### config.mk
export PLATFORM = sky130hd
export DESIGN_NAME = leaky_bucket_activity_monitor
export DESIGN_NICKNAME = d
export VERILOG_FILES = /design/src/lb_pkg.sv /design/src/bucket_if.sv /design/src/leaky_bucket_channel.sv /design/src/leaky_bucket_activity_monitor.sv
export VERILOG_INCLUDE_DIRS = /design/src
export SDC_FILE = /design/constraint.sdc
export NUM_CORES = 1
export LEC_CHECK = 0
export BUFFER_PORTS_ARGS = -buffer_cell sky130_fd_sc_hd__buf_2
export CAP_MARGIN = 20
export CELL_PAD_IN_SITES_DETAIL_PLACEMENT = 0
export CELL_PAD_IN_SITES_GLOBAL_PLACEMENT = 1
export CORE_UTILIZATION = 42
export CTS_CLUSTER_SIZE = 28
export DETAILED_ROUTE_END_ITERATION = 12
export PLACE_DENSITY = 0.77
export SLEW_MARGIN = 0
export SYNTH_ARGS = -nofsm -noshare
export SYNTH_HDL_FRONTEND = slang
export SYNTH_SLANG_ARGS = --single-unit
### constraint.sdc
create_clock -name I_CLK -period 3.1 [get_ports I_CLK]
set_input_delay 0.62 -clock I_CLK [delete_from_list [all_inputs] [get_ports I_CLK]]
set_output_delay 0.62 -clock I_CLK [all_outputs]
set_load 0.005 [all_outputs]
### src/leaky_bucket_map.svh
`ifndef LEAKY_BUCKET_MAP_SVH
`define LEAKY_BUCKET_MAP_SVH
// Register indices; byte address is four times the index
`define LB_IDX_S1_RAISE 7'h54
`define LB_IDX_S1_CLEAR 7'h55
`define LB_IDX_S1_SIZE  7'h56
`define LB_IDX_S1_RATE  7'h57
`define LB_IDX_S2_RAISE 7'h58
`define LB_IDX_S2_CLEAR 7'h59
`define LB_IDX_S2_SIZE  7'h5a
`define LB_IDX_S2_RATE  7'h5b
`define LB_IDX_SET_SEL  7'h70
`define LB_IDX_ALARM    7'h71
`define LB_IDX_ACC_BASE 7'h72
// Reset values
`define LB_RST_RAISE    8'h06
`define LB_RST_CLEAR    8'h04
`define LB_RST_SIZE     8'h08
`define LB_RST_RATE     2'h1
`define LB_RST_SEL      4'h0
// Field positions
`define LB_RATE_MSB     1
`define LB_RATE_LSB     0
// Evaluation cycle timing
`define LB_EVAL_MS      128
`define LB_CLK_KHZ      40000
`define LB_EVAL_CYCLES  (`LB_EVAL_MS * `LB_CLK_KHZ)
`define LB_NUM_IN       4
// Bus answers
`define LB_RESP_OKAY    2'b00
`define LB_RESP_SLVERR  2'b10
`endif

### src/lb_pkg.sv
package lb_pkg;
  typedef logic [7:0] level_t;
  typedef enum logic [2:0] {
    RID_NONE, RID_RAISE, RID_CLEAR, RID_SIZE, RID_RATE, RID_SEL, RID_ALARM, RID_ACC
  } reg_id_t;
  typedef struct packed {
    reg_id_t    id;
    logic [1:0] num;
  } reg_dec_t;
  typedef enum logic [1:0] {WR_IDLE = 2'b01, WR_RESP = 2'b10} wr_state_t;
  typedef enum logic [1:0] {RD_IDLE = 2'b01, RD_DATA = 2'b10} rd_state_t;
endpackage : lb_pkg

### src/bucket_if.sv
`timescale 1ns/1ps
interface bucket_if;
  import lb_pkg::*;
  logic       tick;
  logic       fault;
  level_t     raise;
  level_t     clear;
  level_t     size;
  logic [1:0] rate;
  level_t     acc;
  logic       alarm;
  modport ctrl   (output tick, fault, raise, clear, size, rate, input acc, alarm);
  modport bucket (input tick, fault, raise, clear, size, rate, output acc, alarm);
endinterface : bucket_if

### src/leaky_bucket_channel.sv
`timescale 1ns/1ps
module leaky_bucket_channel (
  input  wire logic i_clk,  // System clock
  input  wire logic i_rst,  // Synchronous reset, active high
  bucket_if.bucket  bus     // Config in, accumulator and alarm out
);
  import lb_pkg::*;

  logic       seen_reg;
  logic [2:0] leak_cnt_reg;
  level_t     acc_reg;
  logic       alarm_reg;
  logic       fault_now;

  function automatic logic [2:0] leak_limit(input logic [1:0] rate);
    leak_limit = 3'((4'h1 << rate) - 4'h1);
  endfunction : leak_limit

  // Fault in the tick cycle still counts for the closing cycle
  assign fault_now = seen_reg | bus.fault;

  always_ff @(posedge i_clk) begin
    if (i_rst) begin
      seen_reg <= 1'b0;
    end else if (bus.tick) begin
      seen_reg <= 1'b0;
    end else if (bus.fault) begin
      seen_reg <= 1'b1; // RL1
    end
  end

  always_ff @(posedge i_clk) begin
    if (i_rst) begin
      acc_reg      <= 8'h00; // RL9
      leak_cnt_reg <= 3'h0;
    end else if (bus.tick) begin
      if (fault_now) begin
        leak_cnt_reg <= 3'h0;
        if (acc_reg < bus.size) begin
          acc_reg <= acc_reg + 8'h01; // RL2 RL7
        end
      end else if (leak_cnt_reg >= leak_limit(bus.rate)) begin
        leak_cnt_reg <= 3'h0;
        if (acc_reg != 8'h00) begin
          acc_reg <= acc_reg - 8'h01; // RL3 RL4
        end
      end else begin
        leak_cnt_reg <= leak_cnt_reg + 3'h1;
      end
    end
  end

  always_ff @(posedge i_clk) begin
    if (i_rst) begin
      alarm_reg <= 1'b0; // RL9
    end else if (alarm_reg && acc_reg <= bus.clear) begin
      alarm_reg <= 1'b0; // RL6
    end else if (!alarm_reg && acc_reg >= bus.raise) begin
      alarm_reg <= 1'b1; // RL5
    end
  end

  assign bus.acc   = acc_reg;
  assign bus.alarm = alarm_reg;
endmodule : leaky_bucket_channel

### src/leaky_bucket_activity_monitor.sv
// What this block does
// RL1 - Each input is judged over back-to-back 128 ms cycles, noting any fault in the cycle.
// RL2 - Each faulty cycle adds exactly one to that input's accumulator, up to saturation.
// RL3 - Each leak period of fault-free cycles subtracts one, never below zero.
// RL4 - Leak code 00/01/10/11 gives one decrement per 128/256/512/1024 ms.
// RL5 - Reaching the raise level asserts the input's inactivity alarm.
// RL6 - Falling to the clear level with the alarm set deasserts it.
// RL7 - The accumulator holds at the saturation size and never passes it.
// RL8 - Sets 1 and 2 are independent; an input uses only its assigned set.
// RL9 - Reset zeroes accumulators and alarms; alarm holds between levels.
//
// Chosen here: the AXI4-Lite slave port.
`timescale 1ns/1ps
`include "leaky_bucket_map.svh"
module leaky_bucket_activity_monitor #(
  parameter int unsigned P_EVAL_CYCLES = `LB_EVAL_CYCLES  // Clocks per evaluation cycle
) (
  input  wire logic        I_CLK,      // 40 MHz system clock
  input  wire logic        I_SYS_RST,  // Synchronous reset, active high
  input  wire logic [11:0] I_AWADDR,   // Write address
  input  wire logic        I_AWVALID,  // Write address valid
  output logic             O_AWREADY,  // Write address ready
  input  wire logic [31:0] I_WDATA,    // Write data
  input  wire logic [3:0]  I_WSTRB,    // Write byte strobes
  input  wire logic        I_WVALID,   // Write data valid
  output logic             O_WREADY,   // Write data ready
  output logic [1:0]       O_BRESP,    // Write response
  output logic             O_BVALID,   // Write response valid
  input  wire logic        I_BREADY,   // Write response ready
  input  wire logic [11:0] I_ARADDR,   // Read address
  input  wire logic        I_ARVALID,  // Read address valid
  output logic             O_ARREADY,  // Read address ready
  output logic [31:0]      O_RDATA,    // Read data
  output logic [1:0]       O_RRESP,    // Read response
  output logic             O_RVALID,   // Read data valid
  input  wire logic        I_RREADY,   // Read data ready
  input  wire logic [3:0]  I_FAULT,    // Per-input fail or erratic level
  output logic [3:0]       O_ALARM     // Per-input inactivity alarm
);
  import lb_pkg::*;

  localparam int NI = `LB_NUM_IN;

  ////////////////////////////////////////////////////////////////////////////////
  // Address decode, shared by both bus paths

  function automatic reg_dec_t decode(input logic [11:0] a);
    reg_dec_t   d;
    logic [6:0] i;
    d.id  = RID_NONE;
    d.num = 2'd0;
    i     = a[8:2];
    if (a[11:9] == 3'b000) begin
      case (i)
        `LB_IDX_S1_RAISE: d.id = RID_RAISE;
        `LB_IDX_S1_CLEAR: d.id = RID_CLEAR;
        `LB_IDX_S1_SIZE:  d.id = RID_SIZE;
        `LB_IDX_S1_RATE:  d.id = RID_RATE;
        `LB_IDX_S2_RAISE: begin
          d.id  = RID_RAISE;
          d.num = 2'd1;
        end
        `LB_IDX_S2_CLEAR: begin
          d.id  = RID_CLEAR;
          d.num = 2'd1;
        end
        `LB_IDX_S2_SIZE: begin
          d.id  = RID_SIZE;
          d.num = 2'd1;
        end
        `LB_IDX_S2_RATE: begin
          d.id  = RID_RATE;
          d.num = 2'd1;
        end
        `LB_IDX_SET_SEL:  d.id = RID_SEL;
        `LB_IDX_ALARM:    d.id = RID_ALARM;
        default: begin
          if (i >= `LB_IDX_ACC_BASE && i < `LB_IDX_ACC_BASE + 7'(NI)) begin
            d.id  = RID_ACC;
            d.num = 2'(i - `LB_IDX_ACC_BASE);
          end
        end
      endcase
    end
    return d;
  endfunction : decode

  ////////////////////////////////////////////////////////////////////////////////
  // Evaluation timebase

  logic [22:0] tick_cnt_reg;
  logic        tick_reg;

  always_ff @(posedge I_CLK) begin
    if (I_SYS_RST) begin
      tick_cnt_reg <= 23'h0;
      tick_reg     <= 1'b0;
    end else if (tick_cnt_reg == 23'(P_EVAL_CYCLES - 1)) begin
      tick_cnt_reg <= 23'h0;
      tick_reg     <= 1'b1; // RL1
    end else begin
      tick_cnt_reg <= tick_cnt_reg + 23'h1;
      tick_reg     <= 1'b0;
    end
  end

  ////////////////////////////////////////////////////////////////////////////////
  // Write channel

  wr_state_t   wr_state_reg;
  logic        aw_held_reg;
  logic        w_held_reg;
  logic        awready_reg;
  logic        wready_reg;
  logic        bvalid_reg;
  logic [1:0]  bresp_reg;
  logic [11:0] wr_addr_reg;
  logic [31:0] wr_data_reg;
  logic [3:0]  wr_strb_reg;
  logic        wr_fire;
  reg_dec_t    wr_dec;

  assign wr_fire = (wr_state_reg == WR_IDLE) && aw_held_reg && w_held_reg;
  assign wr_dec  = decode(wr_addr_reg);

  always_ff @(posedge I_CLK) begin
    if (I_SYS_RST) begin
      wr_state_reg <= WR_IDLE;
      aw_held_reg  <= 1'b0;
      w_held_reg   <= 1'b0;
      awready_reg  <= 1'b1;
      wready_reg   <= 1'b1;
      bvalid_reg   <= 1'b0;
      bresp_reg    <= `LB_RESP_OKAY;
      wr_addr_reg  <= 12'h000;
      wr_data_reg  <= 32'h0000_0000;
      wr_strb_reg  <= 4'h0;
    end else begin
      case (wr_state_reg)
        WR_IDLE: begin
          if (I_AWVALID && awready_reg) begin
            aw_held_reg <= 1'b1;
            awready_reg <= 1'b0;
            wr_addr_reg <= I_AWADDR;
          end
          if (I_WVALID && wready_reg) begin
            w_held_reg  <= 1'b1;
            wready_reg  <= 1'b0;
            wr_data_reg <= I_WDATA;
            wr_strb_reg <= I_WSTRB;
          end
          if (wr_fire) begin
            wr_state_reg <= WR_RESP;
            bvalid_reg   <= 1'b1;
            bresp_reg    <= (wr_dec.id == RID_NONE) ? `LB_RESP_SLVERR : `LB_RESP_OKAY;
          end
        end
        WR_RESP: begin
          if (I_BREADY) begin
            wr_state_reg <= WR_IDLE;
            bvalid_reg   <= 1'b0;
            aw_held_reg  <= 1'b0;
            w_held_reg   <= 1'b0;
            awready_reg  <= 1'b1;
            wready_reg   <= 1'b1;
          end
        end
        default: wr_state_reg <= WR_IDLE;
      endcase
    end
  end

  ////////////////////////////////////////////////////////////////////////////////
  // Configuration sets and input assignment

  level_t     raise_reg [2];
  level_t     clear_reg [2];
  level_t     size_reg  [2];
  logic [1:0] rate_reg  [2];
  logic [3:0] sel_reg;
  logic       wr_low;

  // Registers hold at most eight bits, so only lane 0 matters
  assign wr_low = wr_fire && wr_strb_reg[0];

  always_ff @(posedge I_CLK) begin
    if (I_SYS_RST) begin
      for (int s = 0; s < 2; s++) begin
        raise_reg[s] <= `LB_RST_RAISE;
        clear_reg[s] <= `LB_RST_CLEAR;
        size_reg[s]  <= `LB_RST_SIZE;
        rate_reg[s]  <= `LB_RST_RATE;
      end
    end else if (wr_low) begin
      for (int s = 0; s < 2; s++) begin
        if (wr_dec.num == 2'(s)) begin
          case (wr_dec.id)
            RID_RAISE: raise_reg[s] <= wr_data_reg[7:0]; // RL8
            RID_CLEAR: clear_reg[s] <= wr_data_reg[7:0]; // RL8
            RID_SIZE:  size_reg[s]  <= wr_data_reg[7:0]; // RL8
            RID_RATE:  rate_reg[s]  <= wr_data_reg[`LB_RATE_MSB:`LB_RATE_LSB]; // RL4
            default: ;
          endcase
        end
      end
    end
  end

  always_ff @(posedge I_CLK) begin
    if (I_SYS_RST) begin
      sel_reg <= `LB_RST_SEL;
    end else if (wr_low && wr_dec.id == RID_SEL) begin
      sel_reg <= wr_data_reg[3:0];
    end
  end

  ////////////////////////////////////////////////////////////////////////////////
  // Per-input accumulators

  bucket_if bif [NI] ();
  level_t     acc_vec [NI];
  logic [3:0] alarm_vec;

  for (genvar g = 0; g < NI; g++) begin : g_ch
    assign bif[g].tick  = tick_reg;
    assign bif[g].fault = I_FAULT[g];
    assign bif[g].raise = raise_reg[sel_reg[g]]; // RL8
    assign bif[g].clear = clear_reg[sel_reg[g]]; // RL8
    assign bif[g].size  = size_reg[sel_reg[g]]; // RL8
    assign bif[g].rate  = rate_reg[sel_reg[g]]; // RL8
    assign acc_vec[g]   = bif[g].acc;
    assign alarm_vec[g] = bif[g].alarm;

    leaky_bucket_channel u_ch (
      .i_clk (I_CLK),
      .i_rst (I_SYS_RST),
      .bus   (bif[g])
    );
  end

  logic [3:0] alarm_out_reg;

  always_ff @(posedge I_CLK) begin
    if (I_SYS_RST) begin
      alarm_out_reg <= 4'h0;
    end else begin
      alarm_out_reg <= alarm_vec;
    end
  end

  ////////////////////////////////////////////////////////////////////////////////
  // Read channel

  rd_state_t   rd_state_reg;
  logic        arready_reg;
  logic        rvalid_reg;
  logic [1:0]  rresp_reg;
  logic [31:0] rdata_reg;
  logic [31:0] rd_word;
  reg_dec_t    rd_dec;

  assign rd_dec = decode(I_ARADDR);

  always_comb begin
    rd_word = 32'h0000_0000;
    case (rd_dec.id)
      RID_RAISE: rd_word = {24'h0, raise_reg[rd_dec.num[0]]};
      RID_CLEAR: rd_word = {24'h0, clear_reg[rd_dec.num[0]]};
      RID_SIZE:  rd_word = {24'h0, size_reg[rd_dec.num[0]]};
      RID_RATE:  rd_word = {30'h0, rate_reg[rd_dec.num[0]]};
      RID_SEL:   rd_word = {28'h0, sel_reg};
      RID_ALARM: rd_word = {28'h0, alarm_vec};
      RID_ACC:   rd_word = {24'h0, acc_vec[rd_dec.num]};
      default:   rd_word = 32'h0000_0000;
    endcase
  end

  always_ff @(posedge I_CLK) begin
    if (I_SYS_RST) begin
      rd_state_reg <= RD_IDLE;
      arready_reg  <= 1'b1;
      rvalid_reg   <= 1'b0;
      rresp_reg    <= `LB_RESP_OKAY;
      rdata_reg    <= 32'h0000_0000;
    end else begin
      case (rd_state_reg)
        RD_IDLE: begin
          if (I_ARVALID) begin
            rd_state_reg <= RD_DATA;
            arready_reg  <= 1'b0;
            rvalid_reg   <= 1'b1;
            rdata_reg    <= rd_word;
            rresp_reg    <= (rd_dec.id == RID_NONE) ? `LB_RESP_SLVERR : `LB_RESP_OKAY;
          end
        end
        RD_DATA: begin
          if (I_RREADY) begin
            rd_state_reg <= RD_IDLE;
            arready_reg  <= 1'b1;
            rvalid_reg   <= 1'b0;
          end
        end
        default: rd_state_reg <= RD_IDLE;
      endcase
    end
  end

  ////////////////////////////////////////////////////////////////////////////////
  // Outputs

  assign O_AWREADY = awready_reg;
  assign O_WREADY  = wready_reg;
  assign O_BVALID  = bvalid_reg;
  assign O_BRESP   = bresp_reg;
  assign O_ARREADY = arready_reg;
  assign O_RVALID  = rvalid_reg;
  assign O_RRESP   = rresp_reg;
  assign O_RDATA   = rdata_reg;
  assign O_ALARM   = alarm_out_reg;
endmodule : leaky_bucket_activity_monitor

Word level (Yosys, flattened, before mapping)
Memory sizes are Yosys's and may differ from the RTL's. A register that Yosys moved wholly into a read port is not among the register bits. Index checks and enable logic that the tools add are counted.

Bits in writable memories: 52. Memories kept: 4. Register bits: 152. Logic and storage cells: 356.

Memories: clear_reg (depth 2, width 8, rd ports 5, clocked after memory_dff 4, wr ports 2, RTL line leaky_bucket_activity_monitor.sv:177) `level_t clear_reg [2];`; raise_reg (depth 2, width 8, rd ports 5, clocked after memory_dff 4, wr ports 2, RTL line leaky_bucket_activity_monitor.sv:176) `level_t raise_reg [2];`; size_reg (depth 2, width 8, rd ports 5, clocked after memory_dff 4, wr ports 2, RTL line leaky_bucket_activity_monitor.sv:178) `level_t size_reg [2];`; rate_reg (depth 2, width 2, rd ports 5, clocked after memory_dff 4, wr ports 2, RTL line leaky_bucket_activity_monitor.sv:179) `logic [1:0] rate_reg [2];`.

Reductions and logical operators: 71. Order comparisons: 21. Shifts and indexed selects: 4. Bitwise gates (word level): 13. Mux-type cells: 141. Equality and inequality tests: 48. Add/subtract/negate cells: 19.

Operators with widths (number): $mux W8 (24); $eq A7 B7 Y1 const B (20); $mux W1 (82); $pmux W8 S7 (1); $pmux W3 S6 (2); $add A8 B1 Y8 const B (4); $ge A8 B8 Y1 (4); $le A8 B8 Y1 (4); $lt A8 B8 Y1 (4); $reduce_bool A8 Y1 (4); $sub A8 B1 Y8 const B (4); $reduce_or A2 Y1 (14); $mux W3 (8); $add A23 B1 Y23 const B (1); $eq A23 B23 Y1 const B (1); $mux W5 (4); $reduce_bool A2 Y1 (10); $eq A3 B3 Y1 const B (6); $bmux W8 S2 (1); $logic_and A1 B1 Y1 (16); $mux W2 (8); $ne A2 B2 Y1 const B (8); $pmux W2 S2 (4); $reduce_and A4 Y1 (4); other kinds (23) (79).

Longest topological paths before layout
Depth in word-level cells: 12. Gate-level depth with buffers: 11. Gate-level depth less buffers: 9.

Cells and area by module
Synthesis repeated with hierarchy kept, for this count alone.

Cells, all modules: 1412. Area total of the unflattened synthesis: 13135.1 µm².

By module, submodules not included: leaky_bucket_activity_monitor (sequential area each 3083.0 µm², cells each 718, instances 1, area an instance 7282.0 µm²); leaky_bucket_channel at g_ch[1].u_ch ... (sequential area each 260.2 µm², cells each 174, instances 2, area an instance 1465.2 µm²); leaky_bucket_channel at g_ch[0].u_ch ... (sequential area each 260.2 µm², cells each 173, instances 2, area an instance 1461.4 µm²).

Worst setup path after synthesis
Ideal clock, no wire load.

Path type: reg2reg. From: register (tool-made name). To: register g_ch[1].u_ch.acc_reg[1]. Path buffers: 3. Arrival: 2.814 ns. Setup slack: 0.216 ns. Required time: 3.030 ns. Cell stages (with the launch flop): 12. Cells stage by stage: dfxtp_1 -> buf_2 -> buf_1 -> mux2i_1 -> ha_1 -> a21o_1 -> a211oi_1 -> o21ai_1 -> a211o_1 -> clkbuf_1 -> or2_2 -> a21oi_1.

RTL lines: end signal: assignment (RTL line leaky_bucket_channel.sv:40) `acc_reg <= acc_reg + 8'h01;`; end signal: assignment (RTL line leaky_bucket_channel.sv:45) `acc_reg <= acc_reg - 8'h01;`; end: declaration (RTL line leaky_bucket_channel.sv:11) `level_t acc_reg;`.

==> flow_summary.html <==
<table>
<tr><th>Metric</th><th>Value</th></tr>
<tr><th colspan="2">Setup path</th></tr>
<tr><td>FF-to-FF setup slack</td><td>170 ps</td></tr>
<tr><td>Logic depth of the worst register-to-register path</td><td>9</td></tr>
<tr><td>Startpoint kind of the worst setup timing path</td><td>register</td></tr>
<tr><td>Nature of the critical path endpoint</td><td>register</td></tr>
<tr><td>Critical Path AT</td><td>3300 ps</td></tr>
<tr><td>Required time of the critical path</td><td>3470 ps</td></tr>
<tr><td>Start point of the critical path</td><td>rate_reg[1][1]</td></tr>
<tr><td>CP Class</td><td>register to register</td></tr>
<tr><td>Critical path destination</td><td>g_ch[1].u_ch.bus.acc[7]</td></tr>
<tr><td>Maximum fanout along the worst path</td><td>5</td></tr>
<tr><td>Critical R2R Capture</td><td>g_ch[1].u_ch.bus.acc[7]</td></tr>
<tr><td>Worst reg2reg path startpoint</td><td>rate_reg[1][1]</td></tr>
<tr><th colspan="2">Routing</th></tr>
<tr><td>Via/cell ratio</td><td>5.65</td></tr>
<tr><td>First-pass iteration count of the detailed router</td><td>7</td></tr>
<tr><td>Number of DRC violations after detailed-routing iteration 0</td><td>854</td></tr>
<tr><td>Post-route DRC</td><td>0</td></tr>
<tr><td>Wire length after detailed routing</td><td>35.1 mm</td></tr>
<tr><td>Via count</td><td>10300</td></tr>
<tr><td>Average routed wire per standard cell</td><td>19.3 um</td></tr>
<tr><td>Antenna viol nets, final</td><td>0</td></tr>
<tr><th colspan="2">Timing</th></tr>
<tr><td>Maximum clock rate</td><td>342 MHz</td></tr>
<tr><td>Count of final hold-check violations</td><td>0</td></tr>
<tr><td>TNS Setup</td><td>0 ps</td></tr>
<tr><td>Total count of max-transition violations in the final report</td><td>0</td></tr>
<tr><td>Part of the cycle the worst path needs</td><td>0.944</td></tr>
<tr><td>Worst Tran Pin Value</td><td>905 ps</td></tr>
<tr><td>RSZ-0062 raised after global routing</td><td>false</td></tr>
<tr><td>Worst slew margin relative to its limit</td><td>0.392</td></tr>
<tr><td>Total of endpoints with negative setup slack in the final report</td><td>0</td></tr>
<tr><td>Layout Skew</td><td>19.7 ps</td></tr>
<tr><td>Shortest period the worst path allows</td><td>2930 ps</td></tr>
<tr><th colspan="2">CTS</th></tr>
<tr><td>Number of buffers created by CTS</td><td>17</td></tr>
<tr><td>CTS tree</td><td>built</td></tr>
<tr><td>Bufs on Longest Clock Path</td><td>2</td></tr>
<tr><td>Root cell of the clock tree</td><td>clkbuf_16</td></tr>
<tr><td>Clock-pin slew on the worst setup and hold paths</td><td>90 ps</td></tr>
<tr><td># Post-CTS Setup Buffers</td><td>0</td></tr>
<tr><td>Insertion delay of the later-clocked pin in the worst-skew pair</td><td>450 ps</td></tr>
<tr><td>Num Clock Sinks</td><td>180</td></tr>
<tr><td>Number of H-tree levels</td><td>4</td></tr>
<tr><th colspan="2">Final layout</th></tr>
<tr><td>Layout overhead on the synthesized area</td><td>11.4%</td></tr>
<tr><td>Post-layout util</td><td>0.480</td></tr>
<tr><td>Max reg flops</td><td>32</td></tr>
<tr><td>Layout cells sized above 1</td><td>0.126</td></tr>
<tr><td>Fin nets</td><td>1628</td></tr>
<tr><td>Antenna Diode Count</td><td>0</td></tr>
<tr><th colspan="2">Die</th></tr>
<tr><td>Initial core utilization</td><td>0.431</td></tr>
<tr><td>I/O pin count</td><td>116</td></tr>
<tr><td>Number of standard-cell rows in the floorplan</td><td>62</td></tr>
<tr><td>Total Die Area</td><td>0.0304 sq mm</td></tr>
<tr><td>Height of the die</td><td>174 um</td></tr>
<tr><td>Core Area</td><td>0.0289 sq mm</td></tr>
<tr><td>Width of the chip</td><td>174 um</td></tr>
<tr><th colspan="2">Logic synthesis</th></tr>
<tr><td>Share of Yosys cell area claimed by the top area cell type</td><td>0.205</td></tr>
<tr><td>Largest cells by area after synthesis</td><td>dfxtp_1 21%, ha_1 13%, edfxtp_1 13%</td></tr>
<tr><td>Mean instance size in the synthesized netlist</td><td>9.22 sq um</td></tr>
<tr><td>Number of synthesized flops with an enable pin</td><td>52</td></tr>
<tr><td>Gate count of the mapped netlist</td><td>1353</td></tr>
<tr><td>Syn. warnings</td><td>0</td></tr>
<tr><td>Ys flop type</td><td>dfxtp_1</td></tr>
<tr><td>Flip-flop and latch count after synthesis</td><td>180</td></tr>
<tr><td>Netlist area before placement</td><td>0.0125 sq mm</td></tr>
<tr><td>Share of the yosys chip area belonging to registers</td><td>0.331</td></tr>
<tr><td>Cell type with the highest aggregate area in the netlist</td><td>dfxtp_1</td></tr>
<tr><td>Share of synthesized flip-flops with an asynchronous set or reset</td><td>0</td></tr>
<tr><td>Synth cell types</td><td>74</td></tr>
<tr><th colspan="2">Placement</th></tr>
<tr><td>Gp weighted congestion</td><td>1.00</td></tr>
<tr><td>DPL Wire Length</td><td>25.7 mm</td></tr>
<tr><td>Number of input and output port buffers inserted</td><td>58</td></tr>
<tr><th colspan="2">GRT</th></tr>
<tr><td>First-pass GRT wire length</td><td>55.0 mm</td></tr>
<tr><td>Largest net degree at the start of global routing</td><td>61</td></tr>
<tr><td>Initial antenna violation count</td><td>0</td></tr>
<tr><td>Number of global-route vias before repair</td><td>10000</td></tr>
<tr><td>Gr ovfl total</td><td>0</td></tr>
<tr><td>GRT Overall Usage</td><td>0.234</td></tr>
<tr><th colspan="2">Pwr</th></tr>
<tr><td>Internal power</td><td>3.76 mW</td></tr>
<tr><td>Power spent charging and discharging nets</td><td>1.50 mW</td></tr>
<tr><td>Clock share of power</td><td>0.431</td></tr>
<tr><td>Worst IR drop on VDD</td><td>0.398 mV</td></tr>
<tr><td>Leakage component of the power</td><td>5.69 nW</td></tr>
<tr><td>Switching share of total power</td><td>0.285</td></tr>
<tr><td>Power per standard cell area</td><td>379 mW/mm^2</td></tr>
<tr><td>Combinational fraction of design power</td><td>0.083</td></tr>
<tr><td>Relative contribution of sequential cells to total power</td><td>0.486</td></tr>
<tr><th colspan="2">Job</th></tr>
<tr><td>Maximum Capacitance Violations</td><td>0</td></tr>
<tr><th colspan="2">Min path</th></tr>
<tr><td>Path type of the worst min-delay path</td><td>primary input to register</td></tr>
<tr><th colspan="2">Outcome</th></tr>
<tr><td>Result of the run</td><td>finished, final reports clean</td></tr>
</table>
[cell usage after synthesis (15+ instances only)]
library cell and count:
a21oi_1 88, clkbuf_1 24, nand3_1 19, nor3_1 35
buf_2 15, ha_1 133, mux2i_1 146, mux2_2 16
xor2_1 17, nor2b_1 30, inv_1 36, edfxtp_1 52
o21ai_0 45, nand2_1 109, buf_4 26, and2_1 18
dfxtp_1 128, and3_1 20, o21a_1 22, nand4_1 15
nor2_1 102, xnor2_1 28
[metal layers]
| metal | vias up | global-route usage | part of all wire |
|---|---|---|---|
| met3 | 77 | 0.0306 | 0.053 |
| met4 | 0 | 0.105 | 0.039 |
| li1 | 5050 | - | - |
| met5 | - | 0 | 0 |
| met2 | 283 | 0.392 | 0.48 |
| met1 | 4850 | 0.299 | 0.43 |
[stage by stage]
stage	hold slack [ps]	worst slack, ps	std cells	area (sq um)	power, mW
after global routing	399	12.7	1817	13900	5.47
after global placement	440	168	1783	13300	3.03
after detailed placement	449	73.9	1783	13300	3.04
after floorplan	426	216	1378	12600	2.90
after CTS	386	159	1815	13900	5.31
final	394	172	1817	13900	5.26
[worst max-delay path: stages (launching register included)]
cell	delay, ps
edfxtp_1	570
mux2i_1	180
or2_2	320
ha_1	290
nand2_1	50
o21ai_1	340
a221oi_1	160
a211o_1	290
or4_1	500
a21oi_1	140
[repair_timing]
action / 4_1_cts / 5_1_grt
setup endpoints to repair: 0 / 1
hold buffers: 0 / 0
resized for setup: 0 / 1
endpoints found under the hold margin: 0 / 0
[logic make-up after synthesis]
family	after synthesis	share of synthesized area
compound gates	280	0.145
xor+xnor	45	0.0316
fa+ha+maj	137	0.140
buf+inv	120	0.0460
flops	180	0.331
mux	164	0.133
other cells	1	0.000301
simple gates	426	0.173
[power by group through the flow]
stage	clock network, mW	registers (mW)	logic, mW
floorplan	0	2.56	0.336
detailed placement	0	2.61	0.431
finish	2.27	2.56	0.436
global placement	0	2.61	0.421
global route	2.42	2.56	0.495
CTS	2.32	2.56	0.434
[layout by cell type (no fill, tap or decap), types with 15 or more instances in the layout]
cell type,count
dfxtp_1,128
o21a_1,22
nand4_1,15
xor2_1,17
a21oi_1,88
nand2_1,109
edfxtp_1,52
clkbuf_16,17
and3_1,20
nand3_1,19
nor3_1,35
ha_1,133
and2_1,18
mux2i_1,146
buf_2,57
mux2_2,16
o21ai_0,45
nor2b_1,30
inv_1,36
xnor2_1,28
conb_1,26
nor2_1,102
buf_4,42
[how the worst min path moves through the flow]
| stage | start | end | slack (ps) | cells past startpoint |
|---|---|---|---|---|
| after floorplan | tick_cnt_reg[0] | tick_cnt_reg[0] | 430 | 1 |
| after global placement | tick_cnt_reg[0] | tick_cnt_reg[0] | 440 | 1 |
| after detailed placement | tick_cnt_reg[0] | tick_cnt_reg[0] | 450 | 1 |
| after CTS | I_AWADDR[10] | wr_addr_reg[10] | 390 | 3 |
| after global routing | I_AWADDR[4] | wr_addr_reg[4] | 400 | 3 |
| final | I_AWADDR[10] | wr_addr_reg[10] | 390 | 3 |
[layout make-up]
cell class / instances / area (sq um)
Tap cell: 384 / 480
Multi-Input combinational cell: 1078 / 7870
Timing Repair Buffer: 103 / 647
Clock buffer: 17 / 425
Sequential cell: 180 / 4120
Clock inverter: 15 / 201
Inverter: 40 / 150
Fill cell: 2791 / 15000
No activity file was read; power rests on OpenSTA's default activity.
